File: src/epi_consts.svh
// Register indices, reset values and widths of the external pin interrupt block.
`ifndef EPI_CONSTS_SVH
`define EPI_CONSTS_SVH
// Widths of the bus, the pin groups and the register words.
`define EPI_AW          12
`define EPI_IW          10
`define EPI_N_EXT       3
`define EPI_N_GRP       4
`define EPI_GRP_W       8
`define EPI_N_PC        32
// Register indices; the byte address is four times the index.
`define EPI_IDX_EXT_MSK 10'h01D
`define EPI_IDX_PC_EN   10'h068
`define EPI_IDX_PC_MSK3 10'h073
`define EPI_IDX_PC_MSK2 10'h06D
`define EPI_IDX_PC_MSK1 10'h06C
`define EPI_IDX_PC_MSK0 10'h06B
`define EPI_IDX_SENSE   10'h069
`define EPI_IDX_EXT_FLG 10'h01C
`define EPI_IDX_PC_FLG  10'h01B
// Reset values of the registers.
`define EPI_RST_EXT     3'h0
`define EPI_RST_GRP     4'h0
`define EPI_RST_SENSE   6'h00
`define EPI_RST_PC_MSK  32'h0000_0000
`define EPI_RST_WORD    32'h0000_0000
`endif

File: src/epi_pkg.sv
// Types shared by the external pin interrupt block.
package epi_pkg;
    // Trigger selected by one two-bit sense field, in field code order.
    typedef enum logic [1:0] {
        EPI_SNS_LOW,
        EPI_SNS_ANY,
        EPI_SNS_FALL,
        EPI_SNS_RISE
    } epi_sense_type;
    // One bit per dedicated pin and one bit per pin-change group.
    typedef logic [2:0] epi_ext_type;
    typedef logic [3:0] epi_grp_type;
    // Whole state of the top module.
    typedef struct packed {
        logic [2:0]  ext_mask;
        logic [5:0]  sense;
        logic [2:0]  ext_flag;
        logic [2:0]  ext_prev;
        logic [3:0]  pc_en;
        logic [31:0] pc_mask;
        logic [3:0]  pc_flag;
        logic [31:0] pc_ref;
        logic [2:0]  ext_irq;
        logic [3:0]  pc_irq;
        logic        wake;
        logic [31:0] prdata;
        logic        pready;
        logic        pslverr;
    } epi_state_type;
endpackage

File: src/epi_sync.sv
// Two-stage synchroniser for a vector of pin levels.
`timescale 1ns/1ps
`default_nettype none
module epi_sync #(
    parameter int W = 35
) (
    input  wire logic         clk,   // System clock.
    input  wire logic         rst_n, // Asynchronous reset, active low.
    input  wire logic [W-1:0] d,     // Raw pin levels.
    output logic      [W-1:0] q      // Levels safe to use in the clock domain.
);
    // The first stage feeds only the second one, never any logic.
    typedef struct packed {
        logic [W-1:0] s1;
        logic [W-1:0] s2;
    } epi_sync_type;
    epi_sync_type st_r;   // Registered state.
    epi_sync_type st_nxt; // Next state.

    ////////////////////////////////////////////////////////////////
    // Shift the levels one stage each edge.
    always_comb begin
        st_nxt    = st_r;
        st_nxt.s1 = d;
        st_nxt.s2 = st_r.s1;
    end

    // Both stages start low after reset.
    always_ff @(posedge clk or negedge rst_n) begin
        if (!rst_n) begin
            st_r <= '0;
        end else begin
            st_r <= st_nxt;
        end
    end

    assign q = st_r.s2;
endmodule
`default_nettype wire

File: src/epi_top.sv
// External pin interrupt controller with an APB register slave.
//
// How it works
// - Unmasked toggle in a group raises its request.
// - Triggers work whatever the pin direction is.
// - Pin changes are seen while the I/O clock stops.
// - Pin-change flags set only with I/O clock.
// - Pin back to original before wake: no flag.
// - Sense field picks low, any, falling, rising.
// - Level mode requests while the pin stays low.
// - Dedicated pin detection also works in deep sleep.
// - Dedicated request needs mask bit and global enable.
// - Dedicated flag sets on trigger, clears on ack/one.
// - Level mode keeps the dedicated flag cleared.
// - Sleep blocks disabled pin buffer; may set flag.
// - Groups 3 and 2 need enable and global bit.
// - Four mask bytes choose the contributing pins.
// - Sense register bits 7:6 read as zero.
// - Groups 1 and 0 need enable and global bit.
// - Group flag sets on change, clears on ack/one.
// - Pin mask bytes reset to zero, fully writable.
//
// Chosen here: the APB register port.
`timescale 1ns/1ps
`default_nettype none
`include "epi_consts.svh"
module epi_top (
    input  wire logic                SYS_CLK,           // System clock, 50 MHz.
    input  wire logic                RST_N,             // Asynchronous reset, active low.
    input  wire logic                PSEL,              // APB select.
    input  wire logic                PENABLE,           // APB access phase.
    input  wire logic                PWRITE,            // APB direction, high for write.
    input  wire logic [11:0]         PADDR,             // APB byte address.
    input  wire logic [31:0]         PWDATA,            // APB write data.
    output logic      [31:0]         PRDATA,            // APB read data.
    output logic                     PREADY,            // APB transfer done.
    output logic                     PSLVERR,           // APB error on unmapped address.
    input  wire logic                GIE,               // Global enable bit of the core.
    input  wire epi_pkg::epi_ext_type EXT_ACK,          // Core ran a dedicated handler.
    input  wire epi_pkg::epi_grp_type PC_ACK,           // Core ran a group handler.
    input  wire logic                SLEEP_DEEP,        // Core sleeps deeper than idle.
    input  wire logic                IO_CLK_RUN,        // I/O clock is running.
    input  wire epi_pkg::epi_ext_type DEDICATED_IRQ_PINS, // Dedicated pin levels.
    input  wire logic [31:0]         PIN_CHANGE_INPUTS, // Pin-change pin levels.
    output epi_pkg::epi_ext_type     EXT_IRQ,           // Dedicated requests to the core.
    output epi_pkg::epi_grp_type     PC_IRQ,            // Group requests to the core.
    output logic                     WAKE               // Wake request to the sleep logic.
);
    import epi_pkg::*;

    ////////////////////////////////////////////////////////////////
    // Declarations.
    epi_state_type          st_r;     // Registered state.
    epi_state_type          st_nxt;   // Next state.
    logic [34:0]            sync_q;   // Synchronised pins.
    logic [`EPI_N_EXT-1:0]  ext_s;    // Synchronised dedicated pins.
    logic [`EPI_N_PC-1:0]   pc_s;     // Synchronised pin-change pins.
    logic [`EPI_N_EXT-1:0]  ext_in;   // Dedicated pins after the input buffer.
    logic [`EPI_N_EXT-1:0]  lvl_mode; // Pin is in low-level mode.
    logic [`EPI_N_EXT-1:0]  ext_trig; // Edge trigger seen this cycle.
    logic [`EPI_N_GRP-1:0]  pc_hit;   // Group has an unmasked change.
    logic [`EPI_IW-1:0]     idx;      // Register index of the access.
    logic                   hit;      // Address is mapped.
    logic [31:0]            rd_word;  // Read data for the address.
    logic                   wr;       // Write takes effect this edge.

    ////////////////////////////////////////////////////////////////
    // Synchronise every pin before it may set a flag.
    epi_sync #(
        .W (35)
    ) u_sync (
        .clk   (SYS_CLK),
        .rst_n (RST_N),
        .d     ({DEDICATED_IRQ_PINS, PIN_CHANGE_INPUTS}),
        .q     (sync_q)
    );
    assign ext_s = sync_q[34:32];
    assign pc_s  = sync_q[31:0];

    ////////////////////////////////////////////////////////////////
    // Per dedicated pin: input buffer gating and the sense decoder.
    // The pin level is used whatever its direction, so driving it
    // from the core gives a software interrupt.
    genvar n;
    generate
        for (n = 0; n < `EPI_N_EXT; n++) begin : g_ext
            epi_sense_type sns; // Decoded sense field.
            assign sns = epi_sense_type'(st_r.sense[2*n +: 2]);
            // A disabled pin loses its buffer in sleep and reads low.
            assign ext_in[n] = ext_s[n] & ~(SLEEP_DEEP & ~st_r.ext_mask[n]);
            assign lvl_mode[n] = (sns == EPI_SNS_LOW);
            // Edges are found on the free-running system clock.
            assign ext_trig[n] =
                ((sns == EPI_SNS_ANY)  & (ext_in[n] ^ st_r.ext_prev[n])) |
                ((sns == EPI_SNS_FALL) & st_r.ext_prev[n] & ~ext_in[n]) |
                ((sns == EPI_SNS_RISE) & ~st_r.ext_prev[n] & ext_in[n]);
        end
    endgenerate

    ////////////////////////////////////////////////////////////////
    // Per group: compare the pins with the reference taken while the
    // I/O clock last ran, through the pin mask byte.
    genvar g;
    generate
        for (g = 0; g < `EPI_N_GRP; g++) begin : g_grp
            assign pc_hit[g] = |((pc_s[`EPI_GRP_W*g +: `EPI_GRP_W] ^
                                  st_r.pc_ref[`EPI_GRP_W*g +: `EPI_GRP_W]) &
                                 st_r.pc_mask[`EPI_GRP_W*g +: `EPI_GRP_W]);
        end
    endgenerate

    ////////////////////////////////////////////////////////////////
    // Address decode and read data.
    assign idx = PADDR[`EPI_AW-1:2];

    always_comb begin
        hit     = 1'b1;
        rd_word = `EPI_RST_WORD;
        case (idx)
            `EPI_IDX_EXT_MSK: begin
                rd_word[2:0] = st_r.ext_mask;
            end
            `EPI_IDX_SENSE: begin
                // Upper two bits stay zero in the word.
                rd_word[5:0] = st_r.sense;
            end
            `EPI_IDX_EXT_FLG: begin
                rd_word[2:0] = st_r.ext_flag;
            end
            `EPI_IDX_PC_EN: begin
                rd_word[3:0] = st_r.pc_en;
            end
            `EPI_IDX_PC_FLG: begin
                rd_word[3:0] = st_r.pc_flag;
            end
            `EPI_IDX_PC_MSK0: begin
                rd_word[7:0] = st_r.pc_mask[7:0];
            end
            `EPI_IDX_PC_MSK1: begin
                rd_word[7:0] = st_r.pc_mask[15:8];
            end
            `EPI_IDX_PC_MSK2: begin
                rd_word[7:0] = st_r.pc_mask[23:16];
            end
            `EPI_IDX_PC_MSK3: begin
                rd_word[7:0] = st_r.pc_mask[31:24];
            end
            default: begin
                // Unmapped words read zero and report an error.
                hit = 1'b0;
            end
        endcase
    end

    // A write lands at the edge that completes the access phase.
    assign wr = PSEL & PENABLE & st_r.pready & PWRITE & hit;

    ////////////////////////////////////////////////////////////////
    // Next state: bus answer, registers, flags and requests.
    always_comb begin
        st_nxt = st_r;
        // The answer comes at the first access edge, no wait states.
        st_nxt.pready  = PSEL & ~PENABLE;
        st_nxt.pslverr = PSEL & ~PENABLE & ~hit;
        st_nxt.prdata  = (PSEL & ~PENABLE & ~PWRITE) ? rd_word : `EPI_RST_WORD;

        // Plain register writes.
        if (wr) begin
            case (idx)
                `EPI_IDX_EXT_MSK: begin
                    st_nxt.ext_mask = PWDATA[2:0];
                end
                `EPI_IDX_SENSE: begin
                    st_nxt.sense = PWDATA[5:0];
                end
                `EPI_IDX_PC_EN: begin
                    st_nxt.pc_en = PWDATA[3:0];
                end
                `EPI_IDX_PC_MSK0: begin
                    st_nxt.pc_mask[7:0] = PWDATA[7:0];
                end
                `EPI_IDX_PC_MSK1: begin
                    st_nxt.pc_mask[15:8] = PWDATA[7:0];
                end
                `EPI_IDX_PC_MSK2: begin
                    st_nxt.pc_mask[23:16] = PWDATA[7:0];
                end
                `EPI_IDX_PC_MSK3: begin
                    st_nxt.pc_mask[31:24] = PWDATA[7:0];
                end
                default: begin
                    // Flag words are handled below.
                end
            endcase
        end

        // Dedicated flags: a handler ack or a written one clears, a
        // trigger in the same cycle wins, level mode forces zero.
        st_nxt.ext_flag = ((st_r.ext_flag &
                            ~(EXT_ACK | ((wr && idx == `EPI_IDX_EXT_FLG) ?
                                         PWDATA[2:0] : `EPI_RST_EXT))) |
                           ext_trig) & ~lvl_mode;
        st_nxt.ext_prev = ext_in;

        // Group flags set only while the I/O clock runs; the
        // reference freezes without it so a pin that toggles back
        // before wake leaves no flag behind.
        st_nxt.pc_flag = (st_r.pc_flag &
                          ~(PC_ACK | ((wr && idx == `EPI_IDX_PC_FLG) ?
                                      PWDATA[3:0] : `EPI_RST_GRP))) |
                         (pc_hit & {`EPI_N_GRP{IO_CLK_RUN}});
        if (IO_CLK_RUN) begin
            st_nxt.pc_ref = pc_s;
        end

        // Requests to the core need the mask bit or group enable bit and the global enable.
        st_nxt.ext_irq = st_r.ext_mask & {`EPI_N_EXT{GIE}} &
                         ((lvl_mode & ~ext_in) |
                          (~lvl_mode & st_r.ext_flag));
        st_nxt.pc_irq  = st_r.pc_en & st_r.pc_flag &
                         {`EPI_N_GRP{GIE}};

        // Wake comes straight from the pins, not from the flags.
        st_nxt.wake = SLEEP_DEEP & GIE &
                      (|(st_r.ext_mask & ((lvl_mode & ~ext_in) | ext_trig)) |
                       |(st_r.pc_en & pc_hit));
    end

    ////////////////////////////////////////////////////////////////
    // State register; every register resets to zero.
    always_ff @(posedge SYS_CLK or negedge RST_N) begin
        if (!RST_N) begin
            st_r          <= '0;
            st_r.ext_mask <= `EPI_RST_EXT;
            st_r.sense    <= `EPI_RST_SENSE;
            st_r.pc_en    <= `EPI_RST_GRP;
            st_r.pc_mask  <= `EPI_RST_PC_MSK;
        end else begin
            st_r <= st_nxt;
        end
    end

    // Every output is a flip-flop.
    assign PRDATA  = st_r.prdata;
    assign PREADY  = st_r.pready;
    assign PSLVERR = st_r.pslverr;
    assign EXT_IRQ = st_r.ext_irq;
    assign PC_IRQ  = st_r.pc_irq;
    assign WAKE    = st_r.wake;
endmodule
`default_nettype wire

File: config.mk
export PLATFORM = sky130hd
export DESIGN_NAME = epi_top
export DESIGN_NICKNAME = d
export VERILOG_FILES = /design/src/epi_pkg.sv /design/src/epi_sync.sv /design/src/epi_top.sv
export VERILOG_INCLUDE_DIRS = /design/src /design/src/src
export SDC_FILE = /design/constraint.sdc
export NUM_CORES = 1
export LEC_CHECK = 0
export BUFFER_PORTS_ARGS = -buffer_cell sky130_fd_sc_hd__buf_2
export CAP_MARGIN = 5
export CELL_PAD_IN_SITES_DETAIL_PLACEMENT = 0
export CELL_PAD_IN_SITES_GLOBAL_PLACEMENT = 1
export CORE_ASPECT_RATIO = 1.1
export CORE_MARGIN = 1.5
export CORE_UTILIZATION = 30
export DETAILED_ROUTE_END_ITERATION = 8
export PLACE_DENSITY_LB_ADDON = 0.12
export SLEW_MARGIN = 20
export SYNTH_ARGS = -nofsm -noshare
export SYNTH_HDL_FRONTEND = slang
export SYNTH_HIERARCHICAL = 1
export SYNTH_SLANG_ARGS = --single-unit
File: constraint.sdc
create_clock -name SYS_CLK -period 2.3 [get_ports SYS_CLK]
set_clock_uncertainty 0.2 [all_clocks]
set_input_delay 0.115 -clock SYS_CLK [delete_from_list [all_inputs] [get_ports SYS_CLK]]
set_output_delay 0.115 -clock SYS_CLK [all_outputs]
set_load 0.005 [all_outputs]
==> metrics.md, run 1 <==
| Metric | Value |
|---|---|
| FFs w/ async S/R, synth | 100.0% |
| Clock buffer depth | 2 |
| Post-Synth XOR/XNOR Area | 3.911% |
| Drt wl/cell | 16.93 um |
| Register area share after synthesis | 61.11% |
| Post-CTS resize count | 0 |
| Placed Area | 7845 sq um |
| Worst-path clk slew | 0.07 ns |
| Crit Path Category | reg -> reg |
| Worst reg2reg path startpoint | PREADY$_DFF_PN0_ |
| Vias in the first global route | 4857 |
| Final worst-path cycle share | 94.50% |
| CP Launch Type | register |
| Crit path largest cell delay | 0.56 ns |
| Worst-Skew Late Latency | 0.43 ns |
| Hold Path Depth | 4 |
| Residual DRC | 0 |
| Largest net degree at the start of global routing | 91 |
| Slowest-stage cell, CP | dlygate4sd3_1 |
| Hold Crit Start | PADDR[2] |
| Design Area, Final | 9081 sq um |
| Layout Nets | 782 |
| Critical Path Start | PREADY$_DFF_PN0_ |
| Vias | 4599 |
| Worst EP arrival | 2.28 ns |
| Die height | 165.1 um |
| Die Footprint | 24820 sq um |
| Synthesized area per cell | 13.27 sq um |
| Vias per inst | 4.572 |
| Slew Viols, Final | 0 |
| Setup TNS | 0 ns |
| CTS tree | built |
| Synth Instances | 540 |
| Critical Path RT | 2.41 ns |
| DPL Wire Length | 12320 um |
| Share of layout cells above drive strength 1 | 28.96% |
| Compound-cell area share of the yosys netlist | 7.508% |
| YS warnings | 6 |
| Main synth FF type | dfrtp_1 |
| RSZ-0062 raised after global routing | false |
| Root Driver | clkbuf_16 |
| Max_cap viols | 0 |
| Setup violators final | 0 |
| First-pass GRT wire length | 27100 um |
| Post CTS Setup Buffer Count | 0 |
| Chip Width | 150.4 um |
| Rel. slew slack | 46.80% |
| Min-delay worst type | in -> reg |
| Adder-Cell Fraction of Synth Area | 0.2794% |
| Starting Density | 30.43% |
| Status | finished clean |
| Final hold viol count | 0 |
| Worst vdd ir | 0.0005063 V |
| I/O pin cnt | 136 |
| Worst-case reg-to-reg path depth | 6 |
| Static Leak | 0.004244 uW |
| # clock sinks | 175 |
| Cts bufs inserted | 17 |
| Endpoint type of the worst setup path | register |
| PwrDens | 747.5 nW/um^2 |
| Htree depth | 4 |
| Initial DRC Count | 180 |
| Cell Chain, Critical Path | nand4_1, nor3_1, buf_4, nand2_1, a32o_1, dlygate4sd3_1 |
| Worst-path fanout max | 4 |
| Multiplexer share of the synthesized area | 12.64% |
| Total GRT Usage | 14.79% |
| PortBufs | 85 |
| Worst-Margin Slew | 0.7979 ns |
| Synth Area in Simple Gates | 8.591% |
| N_diodes | 0 |
| DRT antenna net count | 0 |
| Row Count | 59 |
| Gr ovfl total | 0 |
| DR pass1 iterations | 4 |
| Mapped Area | 7166 sq um |
| Area added between synthesis and finish | 26.73% |
| Largest family of logic cells by synthesized area | multiplexers |
| Worst R2R Setup Slack | 0.13 ns |
| Post-synth EDFFs | 0 |
| GP Congestion | 0.8802 |
| Min Tclk post-route | 2.174 ns |
| Synthesized flop and latch total | 175 |
| Core Footprint | 23550 sq um |
| Antenna violations before repair | 0 |
| Unique masters post-synth | 52 |
| Max Freq | 460.1 MHz |
| Post-Route WL | 17030 um |
[synthesized netlist by cell type, drive strengths merged, types with 5 or more instances]
| master | instances | area, sq um |
|---|---|---|
| clkbuf | 6 | 22.52 |
| nor3 | 10 | 72.57 |
| a31oi | 6 | 37.54 |
| nand4 | 6 | 37.54 |
| a21oi | 5 | 25.02 |
| xor2 | 32 | 280.3 |
| nor2 | 11 | 41.29 |
| inv | 14 | 52.55 |
| o21ai | 16 | 80.07 |
| mux2 | 76 | 855.8 |
| a22oi | 27 | 202.7 |
| and3 | 14 | 90.08 |
| dfrtp | 175 | 4379 |
| mux2i | 5 | 50.05 |
| buf | 49 | 347.8 |
| a32o | 5 | 50.05 |
| nand3 | 9 | 45.04 |
| nor3b | 5 | 42.54 |
| nand2 | 27 | 101.4 |
[registers in the layout, indices dropped and copies added, names as in the netlist]
signal and cells:
PRDATA 8, PSLVERR 1, st_r 81, PC_IRQ 4, g_ext.sns 6, u_sync/st_nxt 35
EXT_IRQ 3, PREADY 1, WAKE 1, u_sync/q 35
[cell type report]
type	count	area [sq um]
fillers	2282	14470
repair buffers	161	1192
well taps	305	381.6
multi-input cells	319	2450
clock inverters	15	200.2
clock buffers	17	425.4
flip-flops and latches	175	4379
inverters	14	52.55
[repair_timing]
item                                    CTS  global route
endpoints found under the hold margin   283             0
endpoints found under the setup margin    0             1
hold buffers                             61             0
[final timing paths]
check                                         end
setup / recovery               st_r[75]$_DFF_PN0_
hold / removal                PRDATA[2]$_DFF_PN0_
setup reg to reg               st_r[75]$_DFF_PN0_
hold reg to reg            u_sync/q[26]$_DFF_PN0_
max in group asynchronous    st_r[95]$_DFFE_PN0P_
min in group asynchronous  u_sync/q[11]$_DFF_PN0_
[cell usage in the layout (no fill, tap or decap), types with 6 or more instances in the layout]
cell type,n
and3_1,12
mux2_2,62
buf_2,84
conb_1,24
nand3_1,9
nor3_1,8
xor2_1,32
inv_1,14
buf_4,12
nor2_1,11
mux2_1,14
a31oi_1,6
dlygate4sd3_1,61
nand4_1,6
clkbuf_16,17
o21ai_0,15
dfrtp_1,175
a22oi_1,27
nand2_1,27
[worst max-delay path: cells and delay by family, from the launching register on]
family                 cells  cell delay (ns)
buffers and inverters      2             0.73
and+or+nand+nor            3             0.51
DFF                        1             0.36
AOI/OAI and AO/OA          1             0.27
[cell families (layout without fill, tap and decap cells)]
family | Yosys count | in the layout
AO/OA/AOI/OAI | 76 | 76
XOR/XNOR | 32 | 32
adder cells (fa/ha/maj) | 2 | 2
buffers and inverters | 69 | 207
flip-flops | 175 | 175
multiplexers | 81 | 81
other | 1 | 24
AND/OR/NAND/NOR | 104 | 104
[where the power goes]
| group | leakage (uW) | internal (uW) | switching, uW | total (uW) |
|---|---|---|---|---|
| Combinational | 0.00174 | 227 | 227 | 454 |
| Sequential | 0.00220 | 3200 | 70.4 | 3270 |
| Clock | 0.000303 | 1750 | 1310 | 3060 |
[layer usage]
metal / track usage (%) / share of wire [%] / wire length [um] / vias up
met5: 0 / 0 / 0 / -
met4: 5.615 / 1.7 / 285 / 0
met3: 2.967 / 4.1 / 705 / 18
met2: 24.71 / 50 / 8432 / 127
met1: 18.87 / 45 / 7608 / 2298
li1: - / - / - / 2156
[through the flow]
step | util [%] | worst slack (ns) | hold slack (ns) | std cells | power (uW)
CTS | 38.56 | 0.1285 | 0.009207 | 1006 | 6896
detailed placement | 33.31 | 0.2211 | -0.01427 | 913 | 3725
floorplan | - | 0.4171 | -0.3806 | 563 | 3531
global route | 38.56 | 0.02421 | 0.04821 | 1006 | 7099
finish | 38.56 | 0.1264 | 0.02735 | 1006 | 6788
global placement | 33.31 | 0.2344 | -0.01205 | 913 | 3710
(Power assumes the default switching activity.)
==> inputs of run 2 (changes only) <==
SETUP_SLACK_MARGIN = 0.5   (was unset)
==> run 2 against run 1 <==
Compared with the run above:
- utilization rose by 0.12 points
- worst hold slack better by 0.036 ns
- sequential share of layout area is 0.15 points lower
- worst setup slack better by 0.44 ns
- combinational power increased by 1%
- die area stayed put
- routed wire length decreased by 0.52%
- total power is 3.1% lower
==> metrics.md, run 2 (synthesis gave the netlist of run 1 again) <==
| Metric | Value |
|---|---|
| Status | finished clean |
| Worst-path fanout max | 2 |
| Vias per inst | 4.553 |
| Worst reg2reg path startpoint | st_r[69]$_DFFE_PN0P_ |
| Worst-path clk slew | 0.07 ns |
| CTS tree | built |
| Setup TNS | 0 ns |
| PortBufs | 85 |
| Commonest non-fill, non-tap cells in the layout | 175 x dfrtp_1, 84 x buf_2, 62 x mux2_2 |
| Max_cap viols | 0 |
| Final hold viol count | 0 |
| I/O pin cnt | 136 |
| Worst-case reg-to-reg path depth | 5 |
| Setup violators final | 0 |
| Hold worst-path end | PRDATA[1]$_DFF_PN0_ |
| Vias in the first global route | 4871 |
| Post-Route WL | 16940 um |
| Endpoint type of the worst setup path | register |
| Clock buffer depth | 2 |
| N_diodes | 0 |
| Final worst-path cycle share | 75.24% |
| Gr ovfl total | 0 |
| DRT antenna net count | 0 |
| Worst-Margin Slew | 0.7882 ns |
| Hold Slack | 0.06322 ns |
| Initial DRC Count | 231 |
| First-pass GRT wire length | 27170 um |
| Largest net degree at the start of global routing | 55 |
| Crit Path Category | reg -> reg |
| Total GRT Usage | 14.76% |
| Core Footprint | 23550 sq um |
| Combinational power share | 7.0% |
| Part of the power in registers | 49.8% |
| Power Total | 6575 uW |
| Vias | 4599 |
| Min-delay worst type | in -> reg |
| CP Launch Type | register |
| DPL Wire Length | 12480 um |
| Hold Crit Start | PADDR[6] |
| Max reg flops | 81 |
| DR pass1 iterations | 4 |
| Slew Viols, Final | 0 |
| Layout Nets | 786 |
| Chip Width | 150.4 um |
| Critical Path RT | 2.42 ns |
| Worst-Skew Late Latency | 0.43 ns |
| GP Congestion | 0.8463 |
| Hold Path Depth | 5 |
| Root Driver | clkbuf_16 |
| Htree depth | 4 |
| RSZ-0062 raised after global routing | true |
| Share of layout cells above drive strength 1 | 30.64% |
| Min Tclk post-route | 1.731 ns |
| Switching pwr | 1682 uW |
| Largest Register | st_r |
| Reg2reg end | st_r[77]$_DFF_PN0_ |
| P_int | 4893 uW |
| Worst vdd ir | 0.0004990 V |
| Cts bufs inserted | 17 |
| Share of power burned in the clock network | 43.2% |
| Sw Ratio | 25.58% |
| Area added between synthesis and finish | 27.12% |
| Worst R2R Setup Slack | 0.57 ns |
| Residual DRC | 0 |
| Static Leak | 0.004246 uW |
| Most common cell after layout, fill and taps aside | dfrtp_1 |
| Row Count | 59 |
| # clock sinks | 175 |
| Rel. slew slack | 47.45% |
| Die height | 165.1 um |
| Worst EP arrival | 1.85 ns |
| Drt wl/cell | 16.77 um |
| Core Util, Final | 38.68% |
| Starting Density | 30.43% |
| Max Freq | 577.9 MHz |
| PwrDens | 721.8 nW/um^2 |
| Antenna violations before repair | 0 |
| Die Footprint | 24820 sq um |
## run 2: changes by cell type in the layout (fill, tap and decap cells not counted), moves of 3 or more
| cell | change |
|---|---|
| buf_4 | +5 |
| clkinv_8 | +4 |
| a22oi_1 | -3 |
| a22oi_2 | +3 |
| bufinv_16 | -3 |
| clkinv_4 | +3 |
## run 2: timing repair
| action | in CTS | in global routing |
|---|---|---|
| gates cloned | 0 | 0 |
| endpoints found under the setup margin | 25 | 36 |
| buffers inserted | 1 | 4 |
| hold buffers | 59 | 0 |
| pin swaps | 1 | 3 |
| hold endpoints to repair | 283 | 0 |
| resized for setup | 3 | 6 |
## run 2: metrics by stage
step	std cells	area [sq um]	worst slack, ns
CTS	1006	9054	0.5111
finish	1010	9109	0.5695
global route	1010	9109	0.4476
detailed placement	914	7853	0.2058
global placement	914	7853	0.2126
floorplan	563	7252	0.4171
## run 2: worst max path at each step
stage | slack, ns | from | end | depth (start not counted)
final | 0.57 | st_r[69]$_DFFE_PN0P_ | st_r[77]$_DFF_PN0_ | 5
after global routing | 0.45 | st_r[69]$_DFFE_PN0P_ | st_r[77]$_DFF_PN0_ | 5
after CTS | 0.51 | PREADY$_DFF_PN0_ | st_r[84]$_DFFE_PN0P_ | 3
after detailed placement | 0.21 | PADDR[11] | g_ext[1].sns[1]$_DFFE_PN0P_ | 6
after global placement | 0.21 | PADDR[11] | g_ext[1].sns[1]$_DFFE_PN0P_ | 6
after floorplan | 0.42 | PADDR[11] | st_r[94]$_DFFE_PN0P_ | 6
## run 2: power by group through the flow
stage	registers [uW]	clock network [uW]	logic [uW]
floorplan	3320	0	214
global placement	3330	0	382
detailed placement	3330	0	393
CTS	3270	2950	472
global route	3290	3080	520
finish	3270	2840	460
## run 2: area by class of cell
| cell class | count | area (sq um) |
|---|---|---|
| Fill cell | 2315 | 14440 |
| Sequential cell | 175 | 4379 |
| Multi-Input combinational cell | 319 | 2475 |
| Timing Repair Buffer | 165 | 1221 |
| Clock buffer | 17 | 425.4 |
| Tap cell | 305 | 381.6 |
| Clock inverter | 15 | 173.9 |
| Inverter | 14 | 52.55 |
## run 2: critical path, stage by stage (launching register included)
cell and delay, ns:
dfrtp_1 0.39, xor2_1 0.17, a22oi_1 0.19, nand4_1 0.26
buf_4 0.22, a32o_1 0.19
## run 2: layer usage
metal / share of wire (%) / up-vias / track usage (%) / routed length, um
li1: - / 2169 / - / -
met1: 45 / 2301 / 19.22 / 7704
met2: 49 / 108 / 24.10 / 8332
met3: 3.5 / 21 / 3.352 / 588
met4: 1.9 / 0 / 5.169 / 316
met5: 0 / - / 0 / 0
==> inputs of run 3 (changes only) <==
clock period = 1.6 ns   (was 2.3 ns; I/O delays follow)
==> run 3 against run 2 <==
Compared with the run above:
- the flow now finishes with violations (negative hold slack, negative setup slack)
- sequential power rose by 44%
- cell area up 14%
- non-clock buffer count is 82 higher
==> metrics.md, run 3 (synthesis gave the netlist of run 1 again) <==
| Metric | Value |
|---|---|
| # clock sinks | 175 |
| PortBufs | 85 |
| PwrDens | 930.5 nW/um^2 |
| Sequential Area | 4380 sq um |
| Endpoint type of the worst setup path | register |
| DP Worst Slack | -0.3874 ns |
| Drt wl/cell | 17.47 um |
| Layout Nets | 868 |
| Antenna violations before repair | 0 |
| Largest net degree at the start of global routing | 82 |
| DPL Wire Length | 13500 um |
| Final worst setup slack | -0.2316 ns |
| Most common cell after layout, fill and taps aside | dfrtp_1 |
| Worst reg2reg path startpoint | st_r[64]$_DFFE_PN0P_ |
| Cts bufs inserted | 17 |
| Initial DRC Count | 169 |
| Rel. slew slack | 57.90% |
| Max_cap viols | 0 |
| First-pass GRT wire length | 29500 um |
| Residual DRC | 0 |
| Multi-input logic area | 2954 sq um |
| N_diodes | 0 |
| RSZ-0062 raised after global routing | true |
| Fill count | 2240 |
| Root Driver | clkbuf_16 |
| Static Leak | 0.004857 uW |
| Crit Path Category | reg -> reg |
| Vias per inst | 4.528 |
| Worst-Margin Slew | 0.6295 ns |
| Commonest non-fill, non-tap cells in the layout | 174 x dfrtp_1, 80 x buf_2, 67 x buf_4 |
| Die Footprint | 24820 sq um |
| CP Launch Type | register |
| Slew Viols, Final | 0 |
| Chip Width | 150.4 um |
| Min-delay worst type | in -> reg |
| Row Count | 59 |
| Setup violators final | 41 |
| Gr ovfl total | 0 |
| Max Freq | 546.0 MHz |
| Htree depth | 4 |
| Die height | 165.1 um |
| Hold Slack | -0.1011 ns |
| Reg2reg end | WAKE$_DFF_PN0_ |
| Critical path depth in cells | 6 |
| Cell family with most CP delay | compound AO/OA/AOI/OAI gates |
| GP Congestion | 0.8656 |
| Post-Route WL | 19080 um |
| DR pass1 iterations | 4 |
| Total GRT Usage | 16.12% |
| Vias | 4945 |
| DRT antenna net count | 0 |
| Worst EP arrival | 1.93 ns |
| Buf/Inv on CP | 1 |
| I/O pin cnt | 136 |
| Final worst-path cycle share | 114.5% |
| CP endpoint | WAKE$_DFF_PN0_ |
| Placed Area | 8593 sq um |
| Worst-path clk slew | 0.07 ns |
| Failing checks | negative hold slack, negative setup slack |
| Slowest-stage cell, CP | dfrtp_1 |
| Core Util, Final | 44.17% |
| Largest Register | st_r |
| Worst R2R Setup Slack | -0.23 ns |
| Cell Chain, Critical Path | xor2_1, a22oi_1, nand4_1, buf_4, a22oi_2, a31oi_1 |
| CTS tree | built |
| Critical Path RT | 1.70 ns |
| Critical Path Start | st_r[64]$_DFFE_PN0P_ |
| Crit path largest cell delay | 0.39 ns |
| Area added between synthesis and finish | 45.15% |
| Power Total | 9678 uW |
| Worst-path fanout max | 2 |
| Status | finished, violations left |
| Worst-Skew Late Latency | 0.43 ns |
| Design Area, Final | 10400 sq um |
| Final hold viol count | 35 |
| Starting Density | 30.43% |
| Worst-case reg-to-reg path depth | 6 |
| Vias in the first global route | 5247 |
| Clock buffer depth | 2 |
| Core Footprint | 23550 sq um |
| Min Tclk post-route | 1.832 ns |
| Max reg flops | 81 |
| Share of layout cells above drive strength 1 | 45.74% |
| Worst vdd ir | 0.0007457 V |
==> run 3: cell count changes in the layout (fill, tap and decap cells not counted), sizes merged <==
cell and delta:
bufinv +1, clkinvlp +1, dlymetal6s4s +1, buf +81, clkinv -3, inv +1
==> run 3: timing repair <==
action | in CTS | in global routing
pin swaps | 40 | 18
resized for setup | 104 | 22
endpoints found under the hold margin | 304 | 7
hold buffers | 57 | 4
endpoints found under the setup margin | 85 | 90
setup buffers | 12 | 4
==> run 3: per-layer routing <==
layer	up-vias	global-route usage, %	wire length (um)
met2	96	27.75	9592
met1	2513	20.63	8647
li1	2321	-	-
met3	15	3.132	591
met5	-	0	0
met4	0	4.412	249
==> run 3: how the worst min path moves through the flow <==
stage	startpoint	to	slack, ns	cells past startpoint
6_report	PWRITE	PRDATA[2]$_DFF_PN0_	-0.10	5
2_1_floorplan	RST_N	EXT_IRQ[0]$_DFF_PN0_	-0.42	0
3_3_place_gp	RST_N	u_sync/st_nxt[11]$_DFF_PN0_	-0.31	1
3_5_place_dp	RST_N	u_sync/st_nxt[11]$_DFF_PN0_	-0.30	1
5_1_grt	PWRITE	PRDATA[2]$_DFF_PN0_	-0.1	5
4_1_cts	PWRITE	PRDATA[1]$_DFF_PN0_	-0.12	5
==> run 3: layout make-up <==
cell class	count	share of cell area (%)
Clock inverter	15	1.696
Timing Repair Buffer	247	19.52
Clock buffer	17	4.090
Inverter	14	0.5052
Sequential cell	175	42.11
Multi-Input combinational cell	319	28.40
Tap cell	305	3.669
==> run 3: power breakdown <==
| group | switching [uW] | total (uW) | leakage [uW] | internal (uW) |
|---|---|---|---|---|
| Sequential | 103 | 4710 | 0.00220 | 4600 |
| Combinational | 373 | 776 | 0.00238 | 403 |
| Clock | 1960 | 4200 | 0.000285 | 2230 |
| Total | 2440 | 9680 | 0.00486 | 7240 |
==> run 3: worst reg2reg max path: stages (launching register included) <==
cell     delay (ns)
dfrtp_1        0.39
xor2_1         0.17
a22oi_1        0.22
nand4_1        0.19
buf_4          0.20
a22oi_2        0.21
a31oi_1        0.12
==> run 3: stage by stage <==
step                      setup TNS, ns  cells
after floorplan                  -3.648    563
after global placement           -14.87    984
after detailed placement         -16.69    984
after CTS                        -2.752   1085
after global routing             -5.115   1092
final                            -2.375   1092
